`config.mk`:
```
export PLATFORM = sky130hd
export DESIGN_NAME = epcs_top
export DESIGN_NICKNAME = d
export VERILOG_FILES = /design/src/epcs_pkg.sv /design/src/epcs_top.sv
export SDC_FILE = /design/constraint.sdc
export NUM_CORES = 1
export LEC_CHECK = 0
export ABC_AREA = 1
export BUFFER_PORTS_ARGS = -buffer_cell sky130_fd_sc_hd__buf_2
export CORE_MARGIN = 2
export CORE_UTILIZATION = 58
export CTS_BUF_LIST = sky130_fd_sc_hd__clkbuf_4 sky130_fd_sc_hd__clkbuf_8
export DETAILED_ROUTE_END_ITERATION = 8
export PLACE_DENSITY = 0.93
export SYNTH_ARGS = -nofsm -noshare
export SYNTH_HDL_FRONTEND = slang
export SYNTH_SLANG_ARGS = --single-unit
```
`constraint.sdc`:
```
create_clock -name ref_clk -period 7.7 [get_ports ref_clk]
set_input_delay 0.77 -clock ref_clk [delete_from_list [all_inputs] [get_ports ref_clk]]
set_output_delay 0.77 -clock ref_clk [all_outputs]
set_load 0.03 [all_outputs]
```
`src/epcs_pkg.sv`:
```
`default_nettype none
package epcs_pkg;
   // Command codes carried in the first parameter slot
   localparam logic [7:0] CMD_ERASE_VERIFY_ALL = 8'h01;
   localparam logic [7:0] CMD_PROGRAM_PFLASH = 8'h06;
   localparam logic [7:0] CMD_ERASE_ALL = 8'h08;
   localparam logic [7:0] CMD_UNSECURE = 8'h0b;
   localparam logic [7:0] CMD_PROGRAM_EEPROM = 8'h11;
   localparam logic [7:0] CMD_ERASE_EE_SECTOR = 8'h12;
   // Parameter index values
   localparam logic [2:0] IDX_ADDR_LO = 3'h1;
   localparam logic [2:0] IDX_FIRST_WORD = 3'h2;
   localparam logic [2:0] IDX_LAST_WORD = 3'h5;
   localparam logic [2:0] IDX_NONE = 3'h0;
   // Configuration field holding the backdoor key
   localparam logic [17:0] KEY_FIRST = 18'h3ff00;
   localparam logic [17:0] KEY_LAST = 18'h3ff07;
   localparam logic [17:0] ADDR_TOP = 18'h3ffff;
   // Protection register layout
   localparam int PROT_EN_BIT = 7;
   localparam int PROT_ALL_BIT = 6;
   localparam int PROT_UNIT_SHIFT = 6;
   localparam logic [7:0] PROT_DEFAULT = 8'hc0;
   // Security field
   localparam logic [1:0] SEC_UNSECURED = 2'h2;
   localparam logic [7:0] FLASH_SECURITY_REG_DEFAULT = 8'h00;
   localparam logic [7:0] FLASH_OPTION_REG_DEFAULT = 8'hff;
   localparam logic [15:0] CFG_DEFAULT = 16'h0000;
   // Reset initialization steps
   localparam logic [1:0] INIT_STEP_CFG = 2'h0;
   localparam logic [1:0] INIT_STEP_PROGRAM_MEMORY_PROTECTION_REG = 2'h1;
   localparam logic [1:0] INIT_STEP_EEPROM_PROTECTION_REG = 2'h2;
   localparam logic [1:0] INIT_STEP_OPTSEC = 2'h3;
   localparam logic [1:0] INIT_HOLD_LAST = 2'h1;
   typedef enum logic [2:0] {
      MC_NONE, MC_LOAD, MC_PROGRAM, MC_ERASE_SECTOR, MC_ERASE_VERIFY_ALL, MC_ERASE_ALL
   } epcs_mc_op_t;
   typedef enum logic [2:0] {
      ST_INIT, ST_INIT_WAIT, ST_IDLE, ST_RUN, ST_UNSEC_VERIFY, ST_FINISH
   } epcs_state_t;
endpackage
`default_nettype wire

```
`src/epcs_top.sv`:
```
`timescale 1ns/1ps
`default_nettype none
module epcs_top
   import epcs_pkg::*;
#(
   parameter logic [17:0] EE_BASE = 18'h00400,
   parameter logic [17:0] EE_BYTES = 18'h00c00,
   parameter logic [17:0] PF_BASE = 18'h08000,
   parameter logic [17:0] SECTOR_BYTES = 18'h00004
) (
   // Clock and reset
   input wire logic ref_clk,
   input wire logic rstn,
   // Command launch
   input wire logic cmd_launch,
   input wire logic [7:0] cmd_code,
   input wire logic [2:0] command_param_index,
   input wire logic [17:0] cmd_addr,
   input wire logic [3:0][15:0] command_param_object,
   input wire logic err_flags_clr,
   // Configuration
   input wire logic command_complete_irq_enable,
   input wire logic special_mode_pin,
   input wire logic program_memory_protection_reg_wr,
   input wire logic eeprom_protection_reg_wr,
   input wire logic [7:0] prot_wdata,
   // Status
   output logic command_complete_flag,
   output logic access_error_flag,
   output logic protection_violation_flag,
   output logic verify_status_upper,
   output logic verify_status_lower,
   output logic cmd_irq,
   output logic cpu_stall,
   output logic flash_read_en,
   output logic secured,
   output logic debug_cmds_en,
   output logic [7:0] program_memory_protection_reg,
   output logic [7:0] eeprom_protection_reg,
   output logic [7:0] flash_option_reg,
   output logic [7:0] flash_security_reg,
   output logic [15:0] block_cfg,
   // Memory controller
   output logic mc_req,
   output epcs_mc_op_t mc_op,
   output logic [17:0] mc_addr,
   output logic [2:0] mc_words,
   output logic [3:0][15:0] mc_wdata,
   input wire logic mc_done,
   input wire logic mc_err,
   input wire logic mc_uncorr,
   input wire logic [15:0] mc_rdata
);
   if (EE_BYTES == 18'h0 || EE_BYTES[0] || (SECTOR_BYTES & (SECTOR_BYTES - 18'h1)) != 18'h0) begin : g_bad_cfg
      $error("epcs_top: EEPROM size must be even and sector size a power of two");
   end

   localparam logic [17:0] EE_LAST = 18'(EE_BASE + EE_BYTES - 18'h1);

   logic [1:0] rst_sync_ff;
   logic rst_n;
   logic [2:0] spm_sync_ff;
   logic special_mode_ff;
   epcs_state_t state_ff;
   logic [1:0] init_step_ff;
   logic init_fail_ff;
   logic [7:0] cmd_ff;
   logic mc_req_ff, command_complete_flag_ff, access_error_flag_ff, protection_violation_flag_ff, vs_upper_ff, vs_lower_ff, irq_ff;
   logic stall_ff, read_en_ff, secured_ff, debug_en_ff;
   epcs_mc_op_t mc_op_ff;
   logic [17:0] mc_addr_ff;
   logic [2:0] mc_words_ff;
   logic [3:0][15:0] mc_wdata_ff;
   logic [7:0] program_memory_protection_reg_ff, eeprom_protection_reg_ff, flash_option_reg_ff, flash_security_reg_ff;
   logic [15:0] cfg_ff;
   logic chk_acc, chk_pv, launch_try, launch_ok, launch_bad, init_done_evt, init_bad, verify_pass;
   logic [2:0] n_words;
   logic [17:0] grp_last, launch_addr;
   epcs_mc_op_t op_sel;

   function automatic logic in_ee(input logic [17:0] a);
      return a >= EE_BASE && a <= EE_LAST;
   endfunction

   // Offset counts from the protected edge of the region
   function automatic logic prot_hit(input logic [7:0] pr, input logic [17:0] off);
      logic [17:0] span;
      span = 18'({12'h000, pr[5:0]} << PROT_UNIT_SHIFT);
      return pr[PROT_EN_BIT] && (pr[PROT_ALL_BIT] || off < span);
   endfunction

   function automatic logic cmd_allowed(input logic [7:0] code, input logic spec, input logic sec);
      logic ok;
      ok = !sec;
      if (sec && spec) begin
         ok = code == CMD_ERASE_VERIFY_ALL || code == CMD_ERASE_ALL || code == CMD_UNSECURE;
      end
      return ok;
   endfunction

   always_ff @(posedge ref_clk or negedge rstn) begin
      if (!rstn) begin
         rst_sync_ff <= 2'h0;
      end else begin
         rst_sync_ff <= {rst_sync_ff[0], 1'b1};
      end
   end
   assign rst_n = rst_sync_ff[1];

   // Mode pin taken only once two late stages agree
   always_ff @(posedge ref_clk or negedge rst_n) begin
      if (!rst_n) begin
         spm_sync_ff <= 3'h0;
         special_mode_ff <= 1'b0;
      end else begin
         spm_sync_ff <= {spm_sync_ff[1:0], special_mode_pin};
         if (spm_sync_ff[1] == spm_sync_ff[2]) begin
            special_mode_ff <= spm_sync_ff[2];
         end
      end
   end

   // Launch checks, evaluated on the values held at launch
   always_comb begin
      n_words = 3'(command_param_index - IDX_ADDR_LO);
      grp_last = 18'(cmd_addr + 18'({n_words, 1'b0}) - 18'h1);
      launch_addr = cmd_addr;
      op_sel = MC_NONE;
      chk_pv = 1'b0;
      chk_acc = !cmd_allowed(cmd_code, special_mode_ff, secured_ff);
      unique case (cmd_code)
         CMD_PROGRAM_EEPROM: begin
            op_sel = MC_PROGRAM;
            chk_acc = chk_acc || command_param_index < IDX_FIRST_WORD || command_param_index > IDX_LAST_WORD;
            chk_acc = chk_acc || !in_ee(cmd_addr) || cmd_addr[0] || grp_last > EE_LAST;
            chk_pv = prot_hit(eeprom_protection_reg_ff, 18'(cmd_addr - EE_BASE));
         end
         CMD_ERASE_EE_SECTOR: begin
            op_sel = MC_ERASE_SECTOR;
            launch_addr = cmd_addr & ~(SECTOR_BYTES - 18'h1);
            chk_acc = chk_acc || command_param_index != IDX_ADDR_LO || !in_ee(cmd_addr) || cmd_addr[0];
            chk_pv = prot_hit(eeprom_protection_reg_ff, 18'(launch_addr - EE_BASE));
         end
         CMD_PROGRAM_PFLASH: begin
            op_sel = MC_PROGRAM;
            chk_acc = chk_acc || command_param_index != IDX_LAST_WORD || cmd_addr < PF_BASE || cmd_addr[2:0] != 3'h0;
            // key field open to an unsecured user
            chk_pv = prot_hit(program_memory_protection_reg_ff, 18'(ADDR_TOP - cmd_addr)) &&
                     !(!secured_ff && cmd_addr >= KEY_FIRST && cmd_addr <= KEY_LAST);
         end
         CMD_ERASE_VERIFY_ALL: begin
            op_sel = MC_ERASE_VERIFY_ALL;
            chk_acc = chk_acc || command_param_index != IDX_NONE;
         end
         CMD_ERASE_ALL, CMD_UNSECURE: begin
            op_sel = MC_ERASE_ALL;
            chk_acc = chk_acc || command_param_index != IDX_NONE;
            chk_pv = program_memory_protection_reg_ff[PROT_EN_BIT] || eeprom_protection_reg_ff[PROT_EN_BIT];
         end
         default: chk_acc = 1'b1;
      endcase
   end

   // Pending error flags block further launches until cleared
   assign launch_try = cmd_launch && state_ff == ST_IDLE && command_complete_flag_ff && !access_error_flag_ff && !protection_violation_flag_ff;
   assign launch_ok = launch_try && !chk_acc && !chk_pv;
   assign launch_bad = launch_try && !launch_ok;
   assign init_done_evt = state_ff == ST_INIT_WAIT && mc_done;
   assign init_bad = init_fail_ff || mc_err || mc_uncorr;
   assign verify_pass = mc_done && mc_op_ff == MC_ERASE_VERIFY_ALL && !mc_err && !mc_uncorr &&
                        (state_ff == ST_RUN || state_ff == ST_UNSEC_VERIFY);

   always_ff @(posedge ref_clk or negedge rst_n) begin
      if (!rst_n) begin
         state_ff <= ST_INIT;
         init_step_ff <= INIT_STEP_CFG;
         init_fail_ff <= 1'b0;
         cmd_ff <= 8'h00;
         mc_req_ff <= 1'b0;
         mc_op_ff <= MC_NONE;
         mc_addr_ff <= 18'h00000;
         mc_words_ff <= 3'h0;
         mc_wdata_ff <= '0;
      end else begin
         mc_req_ff <= 1'b0;
         unique case (state_ff)
            ST_INIT: begin
               mc_req_ff <= 1'b1;
               mc_op_ff <= MC_LOAD;
               mc_addr_ff <= 18'(init_step_ff);
               state_ff <= ST_INIT_WAIT;
            end
            ST_INIT_WAIT: begin
               if (mc_done) begin
                  init_fail_ff <= init_bad;
                  if (init_step_ff == INIT_STEP_OPTSEC) begin
                     state_ff <= ST_FINISH;
                  end else begin
                     init_step_ff <= 2'(init_step_ff + 2'h1);
                     state_ff <= ST_INIT;
                  end
               end
            end
            ST_IDLE: begin
               // only clean launches reach the array
               if (launch_ok) begin
                  cmd_ff <= cmd_code;
                  mc_req_ff <= 1'b1;
                  mc_op_ff <= op_sel;
                  mc_addr_ff <= launch_addr;
                  mc_words_ff <= n_words;
                  mc_wdata_ff <= command_param_object;
                  state_ff <= ST_RUN;
               end else if (launch_bad) begin
                  state_ff <= ST_FINISH;
               end
            end
            ST_RUN: begin
               if (mc_done) begin
                  // unsecure command verifies its own erase
                  if (cmd_ff == CMD_UNSECURE && !mc_err && !mc_uncorr) begin
                     mc_req_ff <= 1'b1;
                     mc_op_ff <= MC_ERASE_VERIFY_ALL;
                     mc_addr_ff <= 18'h00000;
                     state_ff <= ST_UNSEC_VERIFY;
                  end else begin
                     state_ff <= ST_FINISH;
                  end
               end
            end
            ST_UNSEC_VERIFY: begin
               if (mc_done) begin
                  state_ff <= ST_FINISH;
               end
            end
            ST_FINISH: state_ff <= ST_IDLE;
         endcase
      end
   end

   // Status flags; a set in the clearing cycle wins
   always_ff @(posedge ref_clk or negedge rst_n) begin
      if (!rst_n) begin
         command_complete_flag_ff <= 1'b0;
         access_error_flag_ff <= 1'b0;
         protection_violation_flag_ff <= 1'b0;
         vs_upper_ff <= 1'b0;
         vs_lower_ff <= 1'b0;
      end else begin
         // cleared at launch, set on finish
         if (launch_try) begin
            command_complete_flag_ff <= 1'b0;
         end else if (state_ff == ST_FINISH) begin
            command_complete_flag_ff <= 1'b1;
         end
         if (launch_try && chk_acc) begin
            access_error_flag_ff <= 1'b1;
         end else if (err_flags_clr) begin
            access_error_flag_ff <= 1'b0;
         end
         if (launch_try && chk_pv) begin
            protection_violation_flag_ff <= 1'b1;
         end else if (err_flags_clr) begin
            protection_violation_flag_ff <= 1'b0;
         end
         if (launch_try) begin
            vs_upper_ff <= 1'b0;
            vs_lower_ff <= 1'b0;
         end else if (init_done_evt) begin
            if (mc_uncorr) begin
               vs_upper_ff <= 1'b1;
               vs_lower_ff <= 1'b1;
            end
         end else if (mc_done && (state_ff == ST_RUN || state_ff == ST_UNSEC_VERIFY)) begin
            // verify outcome; a blank-check miss sets both
            vs_upper_ff <= vs_upper_ff || mc_err || mc_uncorr;
            vs_lower_ff <= vs_lower_ff || mc_uncorr || (mc_op_ff == MC_ERASE_VERIFY_ALL && mc_err);
         end
      end
   end

   // Loaded configuration, protection and security
   always_ff @(posedge ref_clk or negedge rst_n) begin
      if (!rst_n) begin
         cfg_ff <= CFG_DEFAULT;
         program_memory_protection_reg_ff <= PROT_DEFAULT;
         eeprom_protection_reg_ff <= PROT_DEFAULT;
         flash_option_reg_ff <= FLASH_OPTION_REG_DEFAULT;
         flash_security_reg_ff <= FLASH_SECURITY_REG_DEFAULT;
         secured_ff <= 1'b1;
         debug_en_ff <= 1'b0;
      end else if (init_done_evt) begin
         unique case (init_step_ff)
            INIT_STEP_CFG: cfg_ff <= mc_rdata;
            INIT_STEP_PROGRAM_MEMORY_PROTECTION_REG: program_memory_protection_reg_ff <= mc_rdata[7:0];
            INIT_STEP_EEPROM_PROTECTION_REG: eeprom_protection_reg_ff <= mc_rdata[7:0];
            INIT_STEP_OPTSEC: begin
               // any load fault leaves everything locked
               if (init_bad) begin
                  cfg_ff <= CFG_DEFAULT;
                  program_memory_protection_reg_ff <= PROT_DEFAULT;
                  eeprom_protection_reg_ff <= PROT_DEFAULT;
                  flash_option_reg_ff <= FLASH_OPTION_REG_DEFAULT;
                  flash_security_reg_ff <= FLASH_SECURITY_REG_DEFAULT;
                  secured_ff <= 1'b1;
                  debug_en_ff <= 1'b0;
               end else begin
                  flash_option_reg_ff <= mc_rdata[15:8];
                  flash_security_reg_ff <= mc_rdata[7:0];
                  secured_ff <= mc_rdata[1:0] != SEC_UNSECURED;
                  debug_en_ff <= mc_rdata[1:0] == SEC_UNSECURED;
               end
            end
         endcase
      end else if (verify_pass) begin
         secured_ff <= 1'b0;
         debug_en_ff <= 1'b1;
      end else if (state_ff == ST_IDLE && special_mode_ff) begin
         // host lifts protection in special mode
         if (program_memory_protection_reg_wr) begin
            program_memory_protection_reg_ff <= prot_wdata;
         end
         if (eeprom_protection_reg_wr) begin
            eeprom_protection_reg_ff <= prot_wdata;
         end
      end
   end

   // CPU hold ends once program memory protection is loaded
   always_ff @(posedge ref_clk or negedge rst_n) begin
      if (!rst_n) begin
         stall_ff <= 1'b1;
         read_en_ff <= 1'b0;
         irq_ff <= 1'b0;
      end else begin
         if (init_done_evt && init_step_ff == INIT_HOLD_LAST) begin
            stall_ff <= 1'b0;
            read_en_ff <= 1'b1;
         end
         irq_ff <= command_complete_flag_ff && command_complete_irq_enable;
      end
   end

   assign command_complete_flag = command_complete_flag_ff;
   assign access_error_flag = access_error_flag_ff;
   assign protection_violation_flag = protection_violation_flag_ff;
   assign verify_status_upper = vs_upper_ff;
   assign verify_status_lower = vs_lower_ff;
   assign cmd_irq = irq_ff;
   assign cpu_stall = stall_ff;
   assign flash_read_en = read_en_ff;
   assign secured = secured_ff;
   assign debug_cmds_en = debug_en_ff;
   assign program_memory_protection_reg = program_memory_protection_reg_ff;
   assign eeprom_protection_reg = eeprom_protection_reg_ff;
   assign flash_option_reg = flash_option_reg_ff;
   assign flash_security_reg = flash_security_reg_ff;
   assign block_cfg = cfg_ff;
   assign mc_req = mc_req_ff;
   assign mc_op = mc_op_ff;
   assign mc_addr = mc_addr_ff;
   assign mc_words = mc_words_ff;
   assign mc_wdata = mc_wdata_ff;
endmodule
`default_nettype wire
```
Yosys cells after proc, flatten, opt, wreduce, memory -nomap -nowiden

Cells that the tools add are included.

Logic and storage cells: 236
Bits in registers: 167
Output and inout bits: 147
Latch bits: 0
Memory bits (read-only): 0
Input bits: 128
Memory bits (writable): 0
Memories kept: 0

Shift-type cells: 0
Reductions and logical operators: 93
Eq/ne operators: 34
Multipliers: 0
Add/subtract/negate cells: 7
$lt $le $gt $ge: 11
Bitwise gates (word level): 1
Mux-type cells: 60
Div/mod/pow operators: 0

Operator list:

| cell                     | count |
|---|---|
| $mux W8                  | 11 |
| $lt A18 B12 Y1           | 3 |
| $mux W18                 | 3 |
| $pmux W18 S3             | 1 |
| $sub A18 B11 Y18 const B | 2 |
| $pmux W16 S2             | 1 |
| $pmux W8 S2              | 2 |
| $logic_and A1 B1 Y1      | 29 |
| $mux W3                  | 9 |
| $logic_or A1 B1 Y1       | 25 |
| $mux W1                  | 25 |
| $eq A8 B4 Y1 const B     | 3 |
| $add A18 B4 Y18          | 1 |
| $ge A18 B11 Y1 const B   | 1 |
| $ge A18 B18 Y1 const B   | 1 |
| $gt A18 B12 Y1 const B   | 1 |
| $le A18 B12 Y1 const B   | 1 |
| $le A18 B18 Y1 const B   | 1 |
| $lt A18 B16 Y1 const B   | 1 |
| $pmux W3 S6              | 1 |
| $sub A18 B1 Y18 const B  | 1 |
| $sub A18 B18 Y18 const A | 1 |
| $eq A8 B5 Y1 const B     | 2 |
| $mux W16                 | 1 |
| 33 further kinds         | 79 |

Logic depth before layout (Yosys ltp)

Depth after elaboration: 19
Depth in mapped cells: 26
Depth with buffers taken out: 25

Worst setup path after synthesis

No wires, ideal clock.

Path kind: input port to flip-flop
Start point: input command_param_index[1]
End point: register mc_wdata_ff, in the netlist mc_wdata[0]
Cell stages on the path: 22
Buffers on the path: 2
Slack: 4373 ps
Arrival: 3196 ps
Required time: 7570 ps
Library setup time: 130 ps
Cell sequence: inv_1 > ha_1 > ha_1 > fa_1 > nor2_1 > nand2_1 > nand2_1 > nand2_1 > nand2_1 > nand2_1 > nand2_1 > nand2_1 > nand2_1 > inv_1 > nor2_1 > nand2_1 > nand2_1 > nand4_4 > buf_6 > buf_2 > nand2_1 > o21ai_1

Word-level cells in the longest chain between the ends: 11
Elaborated cells between the ends (all ways): 26
Those cells by class: 3 x add/sub; 3 x order compare; 2 x eq/ne; 1 x mux; 17 x reduce/logical

RTL lines:

| what                                                    | line            | RTL |
|---|---|---|
| start: declaration                                      | epcs_top.sv:17  | `input wire logic [2:0] command_param_index,` |
| branches (longest 6 deep; another with $add A18 B4 Y18) | --              |  |
| $pmux W1 S4 (*)                                         | epcs_top.sv:131 | `unique case (cmd_code)` |
| $logic_not A1 Y1 (*)                                    | epcs_top.sv:166 | `assign launch_ok = launch_try && !chk_acc && !chk_pv;` |
| $logic_and A1 B1 Y1 (*) (2 in a row)                    | epcs_top.sv:166 |  |
| $reduce_and A2 Y1 (no line) (*)                         | --              |  |
| end signal: assignment                                  | epcs_top.sv:212 | `mc_wdata_ff <= command_param_object;` |
| end: declaration                                        | epcs_top.sv:73  | `logic [3:0][15:0] mc_wdata_ff;` |

Mark *: on every way between the ends.
A chain may end at the register's enable or synchronous reset.

Final worst setup path

Start point: input command_param_index[0]
End point: register mc_op_ff[1] (netlist: mc_op[1])

Elaborated cells between the ends (all ways): 27
Those cells by class: 3 x add/sub; 3 x order compare; 3 x eq/ne; 1 x mux; 17 x reduce/logical

RTL lines:

| what                             | line            | RTL |
|---|---|---|
| $sub A3 B1 Y3                    | epcs_top.sv:125 | `n_words = 3'(command_param_index - IDX_ADDR_LO);` |
| via n_words[0]                   | epcs_top.sv:77  | `logic [2:0] n_words;` |
| $add A18 B4 Y18                  | epcs_top.sv:126 | `grp_last = 18'(cmd_addr + 18'({n_words, 1'b0}) - 18'h1);` |
| $sub A18 B1 Y18                  | epcs_top.sv:126 |  |
| $gt A18 B12 Y1                   | epcs_top.sv:135 | `chk_acc = chk_acc \|\| !in_ee(cmd_addr) \|\| cmd_addr[0] \|\| grp_last > EE_LAST;` |
| $logic_or A1 B1 Y1               | epcs_top.sv:135 |  |
| $pmux W1 S4                      | epcs_top.sv:131 |  |
| $logic_not A1 Y1                 | epcs_top.sv:166 |  |
| $logic_and A1 B1 Y1 (2 in a row) | epcs_top.sv:166 |  |
| $ne A2 B2 Y1 (no line)           | --              |  |
| $reduce_and A4 Y1 (no line)      | --              |  |
| end signal: assignment           | epcs_top.sv:209 | `mc_op_ff <= op_sel;` |
| end: declaration                 | epcs_top.sv:70  | `epcs_mc_op_t mc_op_ff;` |

The timed path passes the listed nets, and every way through them passes these cells.

==> metrics.txt <==
status complete, no violations; Period Utilization, post-route 0.585; Final Hold Fails 0; CTS H-tree lvls 4; RD Place Congestion 1.00; Core ar. 15,000 sq um; Setup violations, final 0; CTS tree built; CP Max Fanout 130; placed insts 1,525; clk_lat worst skew 0.45 ns; WP data arrival 4.83 ns; Total Nets Final 1,540; Rel. slew slack 0.175; TritonCTS sink count 167; DRT iter0 DRCs 572; pin count of the biggest net entering global routing 131; cells taking the most area after synthesis dfrtp_1 43%, nand2_1 12%, inv_1 8.2%, ha_1 7.8%, dfstp_2 4.2%; Fmax achieved 222 MHz; pwr dens 240 nW/um^2; clk buf depth 2; gate count of the mapped netlist 1,095; Die X 127 um; DRT antenna net count 0; switch share 0.399; P&R area growth vs syn 20.9%; number of flops mapped to enable cells by yosys 0; syn avg cell area 8.07 sq um; Worst VDD drop 0.000162 V; worst hold path class primary input to async pin; Largest register FFs 64; critical path required time 8.03 ns; die height 127 um; Mapped Nets 1,279; cell with the most instances after synthesis nand2_1; CTS Root Cell clkbuf_8; vias in the first global route 7,920; share of cells above drive strength 1 0.256; Initial Utilization 0.588; R2R cell count 15; WL met3 1690 um; Reg power frac 0.422; sequential fraction of the synthesis area 0.475; ys async rst share 1.00; total iterations of the first detailed-routing run 5; final wirelength 24,500 um; setup TNS 0 ns; cts hold-fix bufs 0; post-DP HPWL 18,700 um; n_diodes 0; Worst Setup Start Kind primary input; GRT Residual Overflow 0; I/O pin total 275; CTS clk-pin slew, worst paths 0.08 ns; YS warnings 0; Distinct cells, synth 46; Total GRT Usage 0.301; Int Pwr 1.54 mW; via count 8,239; Synth top cells by count 272 x nand2_1, 193 x inv_1, 153 x dfrtp_1; leakage 6.19 nW; WS Path Type primary input to flip-flop; Yosys top cell by area dfrtp_1; Primary FF master, synth dfrtp_1; CTS resizes 0; # rows 45; Final Skew 0.0129 ns; Critical R2R Capture mc_op[1]; met2 WL post-DR 11,800 um; Post-CTS Setup Inserts 0; Comb power frac 0.338; global-route wire length before repair 38,700 um; critical path endpoint category flip-flop; max cap viols 0; Reg2Reg Setup Slack 3.74 ns; top-area cell type share of the netlist area 0.433; vias per inst 5.29; wl on met1 10,200 um; Port Buffer Count 274; RSZ-0062 raised after global routing false; CTS buffer count 17; initial antenna violation count 0; Top Metal Used met4; Synth Cell Area 8840 sq um; Final min period 4.50 ns; Final Non-Filler Cells 1,557; DR WL/cell 15.7 um; area of the die 16,200 sq um; Post-route DRC 0; worst r2r src program_memory_protection_reg[3]; clock power share 0.239; #FFs+latches synth 167; Worst Tran Pin Value 1.24 ns; switching power 1.02 mW; Final Max Slew Viols 0
## cells in the final DEF, fill, tap and decap left out, types with 4 or more instances in the layout
cell / Yosys / final
o21ai_1: 63 / 63
clkbuf_8: 0 / 19
nand3_1: 38 / 38
nor3_1: 7 / 7
a21oi_1: 33 / 32
o22a_1: 8 / 8
o21bai_1: 4 / 4
nand4_1: 44 / 44
inv_1: 193 / 193
dfstp_2: 14 / 14
a22o_1: 4 / 4
dfrtp_1: 153 / 152
o22ai_1: 7 / 7
nand2_1: 272 / 272
nor2_1: 60 / 60
buf_2: 10 / 274
clkbuf_4: 0 / 4
o21ai_0: 53 / 53
ha_1: 55 / 55
inv_2: 14 / 14
## worst max-delay path, cell delays in order
cell and delay, ns:
buf_2 0.12, inv_1 0.08, ha_1 0.22, xnor2_1 0.22, ha_1 0.19, inv_1 0.05
ha_1 0.29, inv_1 0.07, nor2_1 0.18, nand2_1 0.10, nor2_1 0.09, nand2_1 0.06
nand3_1 0.10, nand2_1 0.05, nand2_1 0.07, inv_1 0.03, nand2_1 0.04, nor2_1 0.03
nand2_1 0.05, nand2_1 0.09, nand4_4 0.34, buf_4 0.95, nand3_1 0.37, nand2_1 0.15
nand2_1 0.06
## logic make-up after synthesis
| logic type | Yosys count | synth area share |
|---|---|---|
| AND/OR/NAND/NOR | 436 | 0.213 |
| buffers and inverters | 245 | 0.109 |
| AO/OA/AOI/OAI | 185 | 0.117 |
| flip-flops | 167 | 0.475 |
| adder cells (fa/ha/maj) | 57 | 0.0813 |
| XOR/XNOR | 4 | 0.00397 |
| other | 1 | 0.000424 |
## layer usage
layer,global-route usage,vias up
li1,-,4014
met1,0.392,3858
met2,0.489,315
met3,0.0720,52
met4,0.120,0
met5,0,-
## through the flow
stage	cell area (sq um)	utilization	power (mW)	hold slack [ns]	worst slack (ns)
after floorplan	8840	-	1.67	0.331	2.73
after global placement	10300	0.685	1.92	0.335	2.93
after detailed placement	10300	0.685	1.95	0.337	2.82
after CTS	10700	0.710	2.56	0.0691	3.29
after global routing	10700	0.710	2.71	0.0585	2.69
final	10700	0.710	2.56	0.0986	3.20
## worst max path at each step
stage,from,to,cells past startpoint
finish,command_param_index[0],mc_op[1],25
global placement,command_param_index[0],mc_op[0],22
CTS,command_param_index[0],mc_op[1],25
detailed placement,command_param_index[0],mc_op[1],25
floorplan,rst_sync_ff[1],access_error_flag,0
global route,command_param_index[0],mc_op[2],22
## power groups by stage
stage               Combinational [mW]  Sequential (mW)  Clock [mW]
floorplan                        0.399             1.28           0
global placement                 0.831             1.09           0
detailed placement               0.858             1.10           0
CTS                              0.861             1.08       0.623
global route                     0.952             1.10       0.662
finish                           0.865             1.08       0.612
## final cells by class
cell class	instances	area, sq um
Fill cell	1230	4350
Inverter	210	788
Sequential cell	167	4200
Timing Repair Buffer	277	1390
Clock inverter	9	92.6
Multi-Input combinational cell	683	3680
Tap cell	188	235
Clock buffer	23	292
Power figures use the tool's default switching activity.
